<file path="src/core/mrg_consts.svh">
// Constants for the mirror reset group select block.
// Assumes inclusion by bare name from core/ files.
`ifndef MRG_CONSTS_SVH
`define MRG_CONSTS_SVH
`define MRG_NUM_BLOCKS      15
`define MRG_ROWS_PER_BLOCK  72
`define MRG_BORDER_BITS     64
`define MRG_ROW_BITS        1920
`define MRG_LAST_BLOCK      4'hE
`define MRG_RESET_TIME_NS   400
`define MRG_CLK_PERIOD_NS   40
`define MRG_RESET_CYCLES    ((`MRG_RESET_TIME_NS + `MRG_CLK_PERIOD_NS - 1) / `MRG_CLK_PERIOD_NS)
`endif

</file>
<file path="src/core/mrg_pkg.sv">
// Types for the mirror reset group select block.
// Assumes nothing outside this file.
package mrg_pkg;
  typedef enum logic [1:0] {
    MRG_MODE_SINGLE = 2'h0,
    MRG_MODE_DUAL   = 2'h1,
    MRG_MODE_QUAD   = 2'h2,
    MRG_MODE_GLOBAL = 2'h3
  } mrg_mode_t;
  typedef enum logic [1:0] {
    MRG_ST_IDLE  = 2'h0,
    MRG_ST_PULSE = 2'h1,
    MRG_ST_DONE  = 2'h3
  } mrg_state_t;
endpackage

</file>
<file path="src/core/mrg_if.sv">
// Link between display controller and mirror array reset logic.
// Assumes both ends run on the same clock.
`timescale 1ns/100ps
interface mrg_if;
  logic                 load_valid;
  logic [3:0]           load_block;
  logic                 load_bit;
  logic [10:0]          load_col;
  logic [6:0]           load_row;
  logic                 reset_req;
  logic [3:0]           block_pointer;
  mrg_pkg::mrg_mode_t   reset_group_mode_sel;
  logic                 reset_active;
  modport device (
    input  load_valid, load_block, load_bit, load_col, load_row,
    input  reset_req, block_pointer, reset_group_mode_sel,
    output reset_active
  );
  modport ctrl (
    output load_valid, load_block, load_bit, load_col, load_row,
    output reset_req, block_pointer, reset_group_mode_sel,
    input  reset_active
  );
endinterface

</file>
<file path="src/core/mrg_device.sv">
// Mirror array end: block loaded flags and reset group selection.
// Assumes one clock shared with the controller end via mrg_if.
//
// Summary of operation
// - Fifteen blocks of seventy-two contiguous rows.
// - First and last 64 row bits invisible.
// - Four grouping modes select blocks reset.
// - Single mode: any block, any order.
// - Reset moves loaded data into mirror state.
// - Dual pairs 0-1..12-13, block 14 alone.
// - Dual pairs reset in any order after load.
// - Quad groups 0-3,4-7,8-11,12-14.
// - Quad groups random order after load.
// - Global mode resets all blocks together.
// - Controller loads whole array before global reset.
// - Controller presents four-bit block pointer.
// - Controller drives two-bit grouping mode field.
// - Status high while reset in progress.
`timescale 1ns/100ps
`include "mrg_consts.svh"
module mrg_device #(
  parameter int NUM_BLOCKS   = `MRG_NUM_BLOCKS,
  parameter int RESET_CYCLES = `MRG_RESET_CYCLES
) (
  input  wire logic                  clk_in,
  input  wire logic                  rst_in,
  mrg_if.device                      link,
  output logic [NUM_BLOCKS-1:0]      block_loaded_out,
  output logic [NUM_BLOCKS-1:0]      block_state_out,
  output logic [NUM_BLOCKS-1:0]      block_pending_bit_out
);
  // ----------------------------------------
  // Pointer and load decode
  // ----------------------------------------
  logic [NUM_BLOCKS-1:0] sel_mask;
  logic                  vis_col;
  logic                  ptr_in_range;
  logic                  mode_global;
  logic                  load_hit;
  logic                  xfer_now;

  // out of range pointer selects nothing except in global mode
  assign ptr_in_range = (link.block_pointer <= `MRG_LAST_BLOCK);
  assign mode_global  = (link.reset_group_mode_sel == mrg_pkg::MRG_MODE_GLOBAL);

  assign vis_col = (link.load_col >= 11'(`MRG_BORDER_BITS)) &&
                   (link.load_col < 11'(`MRG_ROW_BITS + `MRG_BORDER_BITS));

  // row data lands in its block
  assign load_hit = link.load_valid &&
                    (link.load_block <= `MRG_LAST_BLOCK) &&
                    (link.load_row < 7'(`MRG_ROWS_PER_BLOCK)) &&
                    vis_col;

  // ----------------------------------------
  // Reset pulse sequencing
  // ----------------------------------------
  mrg_pkg::mrg_state_t   state_q;
  mrg_pkg::mrg_state_t   state_d;
  logic [7:0]            cnt_q;
  logic [7:0]            cnt_d;
  logic [NUM_BLOCKS-1:0] target_q;
  logic [NUM_BLOCKS-1:0] target_d;
  logic                  active_q;
  logic                  active_d;
  logic [NUM_BLOCKS-1:0] loaded_q;
  logic [NUM_BLOCKS-1:0] pend_q;
  logic [NUM_BLOCKS-1:0] mirror_q;

  // mirrors move in the cycle after the pulse
  assign xfer_now = (state_q == mrg_pkg::MRG_ST_DONE);

  always_comb begin
    state_d  = state_q;
    cnt_d    = cnt_q;
    target_d = target_q;
    case (state_q)
      mrg_pkg::MRG_ST_IDLE: begin
        if (link.reset_req && (sel_mask != '0)) begin
          target_d = sel_mask;
          cnt_d    = 8'(RESET_CYCLES - 1);
          state_d  = mrg_pkg::MRG_ST_PULSE;
        end
      end
      mrg_pkg::MRG_ST_PULSE: begin
        if (cnt_q == 8'h00) begin
          state_d = mrg_pkg::MRG_ST_DONE;
        end else begin
          cnt_d = cnt_q - 8'h01;
        end
      end
      default: begin
        state_d = mrg_pkg::MRG_ST_IDLE;
      end
    endcase
    active_d = (state_d != mrg_pkg::MRG_ST_IDLE);
  end

  always_ff @(posedge clk_in or posedge rst_in) begin
    if (rst_in) begin
      state_q  <= mrg_pkg::MRG_ST_IDLE;
      cnt_q    <= 8'h00;
      target_q <= '0;
      active_q <= 1'b0;
    end else begin
      state_q  <= state_d;
      cnt_q    <= cnt_d;
      target_q <= target_d;
      active_q <= active_d;
    end
  end

  // ----------------------------------------
  // Per block group membership and storage
  // ----------------------------------------
  for (genvar gi = 0; gi < NUM_BLOCKS; gi++) begin : g_block
    logic in_single;
    logic in_dual;
    logic in_quad;
    logic sel_here;
    logic load_here;
    logic xfer_here;
    logic ld_q;
    logic ld_d;
    logic pd_q;
    logic pd_d;
    logic mr_q;
    logic mr_d;

    assign in_single = (link.block_pointer == 4'(gi));
    // pairs 0-1 to 12-13, block 14 alone
    assign in_dual   = (link.block_pointer[3:1] == 3'(gi / 2));
    assign in_quad   = (link.block_pointer[3:2] == 2'(gi / 4));

    always_comb begin
      sel_here = 1'b0;
      if (mode_global) begin
        sel_here = 1'b1;
      end else if (ptr_in_range) begin
        case (link.reset_group_mode_sel)
          mrg_pkg::MRG_MODE_DUAL: sel_here = in_dual;
          mrg_pkg::MRG_MODE_QUAD: sel_here = in_quad;
          default:                sel_here = in_single;
        endcase
      end
    end
    assign sel_mask[gi] = sel_here;

    assign load_here = load_hit && (link.load_block == 4'(gi));
    // a pair moves only loaded blocks
    // a quad moves only loaded blocks
    assign xfer_here = xfer_now && target_q[gi] && ld_q;

    // mirrors keep state until a reset
    always_comb begin
      mr_d = mr_q;
      pd_d = pd_q;
      ld_d = ld_q;
      if (xfer_here) begin
        mr_d = pd_q;
        ld_d = 1'b0;
      end
      // A load in the transfer cycle wins over the clear
      if (load_here) begin
        pd_d = link.load_bit;
        ld_d = 1'b1;
      end
    end

    always_ff @(posedge clk_in or posedge rst_in) begin
      if (rst_in) begin
        ld_q <= 1'b0;
        pd_q <= 1'b0;
        mr_q <= 1'b0;
      end else begin
        ld_q <= ld_d;
        pd_q <= pd_d;
        mr_q <= mr_d;
      end
    end

    assign loaded_q[gi] = ld_q;
    assign pend_q[gi]   = pd_q;
    assign mirror_q[gi] = mr_q;
  end

  // ----------------------------------------
  // Outputs
  // ----------------------------------------
  assign link.reset_active     = active_q;
  assign block_loaded_out      = loaded_q;
  assign block_state_out       = mirror_q;
  assign block_pending_bit_out = pend_q;
endmodule

</file>
<file path="src/flat_wrapper.sv">
// flat-port wrapper written by rule: the top's interface ports become plain ports
module mrg_device_flat 
#(
  parameter int NUM_BLOCKS   = `MRG_NUM_BLOCKS,
  parameter int RESET_CYCLES = `MRG_RESET_CYCLES
)
  (clk_in, rst_in, block_loaded_out, block_state_out, block_pending_bit_out, link_load_valid, link_load_block, link_load_bit, link_load_col, link_load_row, link_reset_req, link_block_pointer, link_reset_group_mode_sel, link_reset_active);
  mrg_if link_i ();
  input  wire logic clk_in;
  input  wire logic rst_in;
  output logic [NUM_BLOCKS-1:0] block_loaded_out;
  output logic [NUM_BLOCKS-1:0] block_state_out;
  output logic [NUM_BLOCKS-1:0] block_pending_bit_out;
  input wire logic [$bits(link_i.load_valid)-1:0] link_load_valid;
  input wire logic [$bits(link_i.load_block)-1:0] link_load_block;
  input wire logic [$bits(link_i.load_bit)-1:0] link_load_bit;
  input wire logic [$bits(link_i.load_col)-1:0] link_load_col;
  input wire logic [$bits(link_i.load_row)-1:0] link_load_row;
  input wire logic [$bits(link_i.reset_req)-1:0] link_reset_req;
  input wire logic [$bits(link_i.block_pointer)-1:0] link_block_pointer;
  input wire logic [$bits(link_i.reset_group_mode_sel)-1:0] link_reset_group_mode_sel;
  output wire logic [$bits(link_i.reset_active)-1:0] link_reset_active;
  assign link_i.load_valid = link_load_valid;
  assign link_i.load_block = link_load_block;
  assign link_i.load_bit = link_load_bit;
  assign link_i.load_col = link_load_col;
  assign link_i.load_row = link_load_row;
  assign link_i.reset_req = link_reset_req;
  assign link_i.block_pointer = link_block_pointer;
  assign link_i.reset_group_mode_sel = link_reset_group_mode_sel;
  assign link_reset_active = link_i.reset_active;
  mrg_device #(.NUM_BLOCKS(NUM_BLOCKS), .RESET_CYCLES(RESET_CYCLES)) u_core (.clk_in(clk_in), .rst_in(rst_in), .link(link_i), .block_loaded_out(block_loaded_out), .block_state_out(block_state_out), .block_pending_bit_out(block_pending_bit_out));
endmodule
</file>
<file path="config.mk">
export PLATFORM = sky130hd
export DESIGN_NAME = mrg_device_flat
export DESIGN_NICKNAME = d
export VERILOG_FILES = /design/src/core/mrg_pkg.sv /design/src/core/mrg_if.sv /design/src/core/mrg_device.sv /design/src/flat_wrapper.sv
export VERILOG_INCLUDE_DIRS = /design/src /design/src/core
export SDC_FILE = /design/constraint.sdc
export NUM_CORES = 1
export LEC_CHECK = 0
export BUFFER_PORTS_ARGS = -buffer_cell sky130_fd_sc_hd__buf_2
export CORE_MARGIN = 3
export CORE_UTILIZATION = 40
export DETAILED_ROUTE_END_ITERATION = 8
export PLACE_DENSITY = 0.71
export SYNTH_ARGS = -nofsm -noshare
export SYNTH_HDL_FRONTEND = slang
export SYNTH_SLANG_ARGS = --single-unit
</file>
<file path="constraint.sdc">
create_clock -name clk_in -period 4.4 [get_ports clk_in]
set_input_delay 1.32 -clock clk_in [delete_from_list [all_inputs] [get_ports clk_in]]
set_output_delay 1.32 -clock clk_in [all_outputs]
set_load 0.05 [all_outputs]
</file>
==> results.sh, run 1 <==
export IMPL_clk_pin_slew_ps=70
export IMPL_path_cells="buf_2 -> inv_1 -> ha_1 -> or2_4 -> o2111ai_2 -> o221ai_2 -> a211oi_4 -> a21o_4 -> mux2_1"
export IMPL_status="completed"
export IMPL_vias=2681
export IMPL_synth_main_ff_cell="dfrtp_1"
export IMPL_rsz0062_at_grt="false"
export IMPL_switching_share_pct=40.9
export IMPL_fillers=901
export IMPL_fin_setup_tns_ps=0
export IMPL_ys_top_cells_by_area="dfrtp_1 46%, buf_4 9.0%, nand2_1 7.1%"
export IMPL_dp_hpwl_um=5580
export IMPL_cellInternalPower_uw=1510
export IMPL_synth_seq_cells=71
export IMPL_rows=35
export IMPL_initial_core_util_pct=41.5
export IMPL_cp_max_fo=22
export IMPL_pwr_share_seq_pct=39.6
export IMPL_pwr_share_clk_pct=24.3
export IMPL_rrSetupSlack_ps=2520
export IMPL_syn_num_nets=426
export IMPL_cp_start_kind="input port"
export IMPL_synth_area_um2=3850
export IMPL_htree_levels=3
export IMPL_antenna_found_initial=0
export IMPL_drive_above_1_share_pct=28.2
export IMPL_synth_edf_count=0
export IMPL_syn_area_per_cell_um2=9.93
export IMPL_numCtsBuffers=9
export IMPL_gp_congestion=0.863
export IMPL_max_stage_delay_ps=430
export IMPL_final_util_pct=45.1
export IMPL_grt_overflow=0
export IMPL_die_area_um2=10800
export IMPL_synthCells=388
export IMPL_diodes=0
export IMPL_layout_common_cells="73 x nand2_1, 71 x dfrtp_1, 69 x buf_2"
export IMPL_grt_pass1_vias=2598
export IMPL_worstPathRequired_ps=4630
export IMPL_cts_resized=0
export IMPL_fmax_ghz=0.305
export IMPL_cts_sinks=71
export IMPL_hold_violations=0
export IMPL_coreArea_um2=9280
export IMPL_wire_per_inst_um=13.5
export IMPL_critPathTopFamily="compound AO/OA/AOI/OAI gates"
export IMPL_p_leak_uw=0.00214
export IMPL_io_pins=79
export IMPL_total_power_uw=2560
export IMPL_clockBufferDepth=2
export IMPL_p_per_area_nw_per_um2=611
export IMPL_fin_crit_ps=3280
export IMPL_worst_pin_slew_ps=1020
export IMPL_netlist_area_leader_share_pct=46.1
export IMPL_fin_crit_sh_pct=74.4
export IMPL_cts_tree="done"
export IMPL_first_pass_iters=4
export IMPL_nets=451
export IMPL_yosys_warnings=0
export IMPL_setup_violations=0
export IMPL_cts_root_buf="clkbuf_8"
export IMPL_grt_pass1_wl_um=12600
export IMPL_path_class="input port to flop"
export IMPL_p_switching_uw=1050
export IMPL_ys_seq_area_share_pct=46.1
export IMPL_cts_setup_buffers=0
export IMPL_die_y_um=104
export IMPL_crit_buf_inv=2
export IMPL_final_common_cell="nand2_1"
export IMPL_slew_headroom_pct=31.7
export IMPL_drt_wl_total_um=7360
export IMPL_portBuffers=69
export IMPL_slew_violations=0
export IMPL_drtIter0Drc=146
export IMPL_syn2layout_area_growth_pct=8.70
export IMPL_end_kind="flop"
export IMPL_drtAntennaViolNets=0
export IMPL_hold_path_class="flop to flop"
export IMPL_peakVddDrop_uv=188
export IMPL_cp_data_arrival_time_ps=3500
export IMPL_track_usage_pct=14.2
export IMPL_synth_top_area_cell="dfrtp_1"
export IMPL_synth_distinct_cells=52
export IMPL_grt_max_degree=48
export IMPL_die_w_um=104
export IMPL_holdBufCountCts=0
export IMPL_cp_slowest_cell="ha_1"
export IMPL_clk_insertion_delay_late_ps=350
export IMPL_final_setup_skew_ps=10.5
export IMPL_synthArstFlopShare_pct=100
export IMPL_combinationalPowerShare_pct=36.1
export IMPL_drc=0
export IMPL_max_cap_violations=0
export IMPL_vias_per_cell=4.90
final cells by class:
| class | count | area [um^2] | area share (%) |
|---|---|---|---|
| clock inverter | 6 | 109 | 2.60 |
| tap | 129 | 161 | 3.85 |
| sequential | 71 | 1780 | 42.4 |
| inverter | 20 | 75.1 | 1.79 |
| timing repair buffer | 70 | 353 | 8.42 |
| multi-input combinational | 241 | 1590 | 37.9 |
| clock buffer | 10 | 128 | 3.05 |
registers in the layout, summed over array words and instances (netlist names):
| register | flops |
|---|---|
| u_core.cnt_q | 8 |
| u_core.g_block.ld_q | 15 |
| u_core.g_block.mr_q | 15 |
| u_core.g_block.pd_q | 15 |
| u_core.link.reset_active | 1 |
| u_core.state_q | 2 |
| u_core.target_q | 15 |
worst reg2reg max path, cell delays in order, from the launching register on:
cell	delay, ps
dfrtp_1	380
and2_1	820
nand3_1	230
mux2_2	320
power by group through the flow:
stage / clock network (uW) / logic [uW] / registers (uW)
CTS: 634 / 933 / 1020
detailed placement: 0 / 929 / 1030
finish: 623 / 924 / 1010
floorplan: 0 / 885 / 989
global route: 665 / 1000 / 1050
global placement: 0 / 906 / 1020
metrics by stage:
step / hold WS [ps] / area [um^2] / instances / setup slack (ps)
CTS: 503 / 4190 / 547 / 1130
global placement: 477 / 3950 / 531 / 820
finish: 502 / 4190 / 547 / 1120
detailed placement: 485 / 3950 / 531 / 763
floorplan: 466 / 3850 / 388 / 1150
global route: 525 / 4190 / 547 / 1030
synthesized netlist by cell type (2+ instances only):
library cell and number:
a31oi_1 5, nor2b_1 5, dfrtp_1 71, inv_1 19, o21a_1 3, nor2_1 15, mux2_1 13, nand3_1 22
clkbuf_1 6, buf_6 2, nor3_1 5, nand4_1 2, a21oi_1 14, o211a_1 3, nand2_1 73, and2_1 2
buf_4 46, mux2_2 19, ha_1 5, nand2b_1 5, mux2i_1 12, o21ai_0 10, o31ai_1 2
layer usage:
layer	global-route usage (%)	wire length [um]	part of all wire, %	vias up
li1	-	-	-	1319
met1	17.9	3300	45	1283
met2	22.9	3510	48	65
met3	3.17	339	4.6	14
met4	7.50	210	2.9	0
met5	0	0	0	-
final timing paths:
| kind | start | to | cells after the start |
|---|---|---|---|
| worst min-delay path | u_core.g_block[14].ld_q$_DFFE_PP0P_ | u_core.g_block[14].ld_q$_DFFE_PP0P_ | 2 |
| max in group asynchronous | rst_in | u_core.target_q[4]$_DFFE_PP0P_ | 3 |
| min in group asynchronous | rst_in | u_core.g_block[1].ld_q$_DFFE_PP0P_ | 2 |
| worst min register to register | u_core.g_block[14].ld_q$_DFFE_PP0P_ | u_core.g_block[14].ld_q$_DFFE_PP0P_ | 2 |
| worst max register to register | u_core.state_q[0]$_DFF_PP0_ | u_core.g_block[12].mr_q$_DFFE_PP0P_ | 3 |
| worst max-delay path | link_reset_group_mode_sel[0] | u_core.target_q[11]$_DFFE_PP0P_ | 9 |
logic make-up (layout without fill, tap and decap cells):
family / count (synthesis) / count (layout) / share of synthesized area, %
simple gates: 140 / 140 / 16.9
fa+ha+maj: 5 / 5 / 1.62
xor+xnor: 1 / 1 / 0.227
buf+inv: 76 / 106 / 12.7
flops: 71 / 71 / 46.1
compound gates: 50 / 50 / 9.61
mux: 45 / 45 / 12.9
Power figures use the tool's default switching activity.
==> run 2: changes to the inputs <==
--- a/config.mk
+++ b/config.mk
@@ -6,6 +6,7 @@
 export SDC_FILE = /design/constraint.sdc
 export NUM_CORES = 1
 export LEC_CHECK = 0
+export ABC_AREA = 1
 export BUFFER_PORTS_ARGS = -buffer_cell sky130_fd_sc_hd__buf_2
 export CORE_MARGIN = 3
 export CORE_UTILIZATION = 40
==> constraint.sdc (replaced) <==
create_clock -name clk_in -period 3.1 [get_ports clk_in]
set_input_delay 0.93 -clock clk_in [delete_from_list [all_inputs] [get_ports clk_in]]
set_output_delay 0.93 -clock clk_in [all_outputs]
set_load 0.05 [all_outputs]
==> results.sh, run 2 <==
export IMPL_synth_top_area_cell="dfrtp_1"
export IMPL_netlist_area_leader_share_pct=45.7
export IMPL_fin_crit_sh_pct=80.9
export IMPL_whs_ps=481
export IMPL_die_area_um2=10900
export IMPL_io_pins=79
export IMPL_portBuffers=69
export IMPL_die_w_um=105
export IMPL_pwr_share_seq_pct=38.4
export IMPL_hold_violations=0
export IMPL_htree_levels=3
export IMPL_max_stage_delay_ps=300
export IMPL_layout_common_cells="148 x nand2_1, 71 x dfrtp_1, 69 x buf_2"
export IMPL_grt_pass1_wl_um=14100
export IMPL_grt_overflow=0
export IMPL_synth_most_common_cell="nand2_1"
export IMPL_synth_area_um2=3890
export IMPL_use_met2_pct=26.2
export IMPL_drc=0
export IMPL_initial_core_util_pct=41.7
export IMPL_fin_ws_ps=592
export IMPL_slew_violations=0
export IMPL_pwr_share_clk_pct=18.5
export IMPL_clockBufferDepth=2
export IMPL_p_per_area_nw_per_um2=928
export IMPL_ys_seq_area_share_pct=45.7
export IMPL_cts_root_buf="clkbuf_8"
export IMPL_syn_num_nets=528
export IMPL_syn_area_per_cell_um2=7.94
export IMPL_final_common_cell="nand2_1"
export IMPL_drt_wl_total_um=8410
export IMPL_crit_cells=12
export IMPL_holdBufCountCts=0
export IMPL_hold_path_class="flop to flop"
export IMPL_clk_pin_slew_ps=80
export IMPL_path_cells="buf_2 -> inv_1 -> ha_1 -> inv_1 -> nand3_1 -> nand2_1 -> nand2_1 -> nor2_1 -> nand4_2 -> nand2_2 -> buf_12 -> o21ai_0"
export IMPL_use_met3_pct=4.57
export IMPL_wire_per_inst_um=12.9
export IMPL_synthArstFlopShare_pct=100
export IMPL_reg2reg_depth=4
export IMPL_gp_congestion=0.869
export IMPL_synth_main_ff_cell="dfrtp_1"
export IMPL_end_kind="flop"
export IMPL_vias_per_cell=4.98
export IMPL_cts_sinks=71
export IMPL_cp_slowest_cell="ha_1"
export IMPL_grt_pass1_vias=2967
export IMPL_cp_data_arrival_time_ps=2720
export IMPL_cp_start_kind="input port"
export IMPL_worstPathRequired_ps=3320
export IMPL_combinationalPowerShare_pct=43.1
export IMPL_setup_violations=0
export IMPL_peakVddDrop_uv=341
export IMPL_synthCells=490
export IMPL_met1_usage_pct=20.2
export IMPL_final_area_um2=4220
export IMPL_p_switching_uw=1860
export IMPL_rows=35
export IMPL_drtIter0Drc=223
export IMPL_busiest_layer="met2"
export IMPL_synth_distinct_cells=31
export IMPL_critPathTopFamily="simple AND/OR/NAND/NOR gates"
export IMPL_synth_edf_count=0
export IMPL_drtAntennaViolNets=0
export IMPL_cts_resized=0
export IMPL_place_worst_setup_slack_ps=241
export IMPL_path_class="input port to flop"
export IMPL_switching_share_pct=47.4
export IMPL_drive_above_1_share_pct=20.5
export IMPL_cts_tree="done"
export IMPL_numCtsBuffers=9
export IMPL_worst_pin_slew_ps=678
export IMPL_final_setup_skew_ps=11.5
export IMPL_diodes=0
export IMPL_status="completed"
export IMPL_synth_seq_cells=71
export IMPL_crit_buf_inv=4
export IMPL_rsz0062_at_grt="false"
export IMPL_cp_max_fo=29
export IMPL_first_pass_iters=4
export IMPL_cts_setup_buffers=0
export IMPL_track_usage_pct=15.7
export IMPL_dp_hpwl_um=6310
export IMPL_antenna_found_initial=0
export IMPL_yosys_warnings=0
export IMPL_coreArea_um2=9330
export IMPL_vias=3240
export IMPL_syn2layout_area_growth_pct=8.59
export IMPL_die_y_um=105
export IMPL_detailed_place_area_um2=4030
export IMPL_slew_headroom_pct=54.7
export IMPL_p_leak_uw=0.00224
export IMPL_cellInternalPower_uw=2060
export IMPL_ys_top_cells_by_count="148 x nand2_1, 71 x dfrtp_1, 49 x buf_4, 49 x o21ai_0, 42 x nand3_1"
export IMPL_clk_insertion_delay_late_ps=340
export IMPL_grt_max_degree=41
export IMPL_max_cap_violations=0
export IMPL_nets=554
export IMPL_fin_crit_ps=2510
export IMPL_fin_setup_tns_ps=0
export IMPL_holdPathStages=2
export IMPL_fmax_ghz=0.399
export IMPL_ys_top_cells_by_area="dfrtp_1 46%, nand2_1 14%, buf_4 9.5%"
## run 2: cell count changes after synthesis, sizes merged, moves of 6 or more
cell   before  now
nand4       2    8
nor2       15   32
o21ai      11   54
mux2i      12    0
nand3      22   43
mux2       33    9
nand2      73  151
inv        20   30
## run 2: final cells by class
| cell class | count | area, um^2 |
|---|---|---|
| sequential | 71 | 1780 |
| clock buffer | 9 | 124 |
| inverter | 32 | 123 |
| timing repair buffer | 72 | 393 |
| multi-input combinational | 330 | 1580 |
| fill | 900 | 5100 |
| tap | 129 | 161 |
| clock inverter | 7 | 71.3 |
## run 2: logic make-up (layout without fill, tap and decap cells)
| family | count (synthesis) | in the layout | share of synthesized area (%) |
|---|---|---|---|
| xor gates and xnor gates | 2 | 2 | 0.450 |
| muxes | 9 | 9 | 2.61 |
| AOI/OAI and AO/OA | 73 | 73 | 9.65 |
| adders and majority gates | 5 | 5 | 1.61 |
| and+or+nand+nor | 241 | 241 | 26.2 |
| buffers and inverters | 89 | 120 | 13.8 |
| DFF | 71 | 71 | 45.7 |
## run 2: final timing paths
check	slack (ps)	end	startpoint
hold / removal	480	u_core.target_q[10]$_DFFE_PP0P_	u_core.target_q[10]$_DFFE_PP0P_
setup reg to reg	1320	u_core.g_block[8].mr_q$_DFFE_PP0P_	u_core.state_q[0]$_DFF_PP0_
setup / recovery	590	u_core.target_q[7]$_DFFE_PP0P_	link_reset_group_mode_sel[0]
hold reg to reg	480	u_core.target_q[10]$_DFFE_PP0P_	u_core.target_q[10]$_DFFE_PP0P_
max in group asynchronous	1760	u_core.g_block[1].pd_q$_DFFE_PP0P_	rst_in
min in group asynchronous	690	u_core.target_q[12]$_DFFE_PP0P_	rst_in
## run 2: worst reg2reg max path, cell delays in order (launching register included)
cell and delay, ps:
dfrtp_1 370, nand2_1 250, inv_1 510, nand3_1 210, mux2_2 320
## run 2: metal layers
metal	routed length (um)	vias to the layer above
met5	0	-
met4	81	0
met3	560	8
met2	3960	97
met1	3820	1522
li1	-	1613
## run 2: stage by stage
stage               power [uW]  cells  utilization (%)
floorplan                 3050    490                -
global placement          3150    634             43.2
detailed placement        3220    634             43.2
CTS                       3950    650             45.3
global route              4190    650             45.3
finish                    3920    650             45.3
## run 2: power groups by stage
stage               clock network [uW]  logic (uW)  registers (uW)
finish                             724        1690            1510
global route                       794        1850            1550
CTS                                743        1700            1500
detailed placement                   0        1700            1520
global placement                     0        1650            1500
floorplan                            0        1590            1460
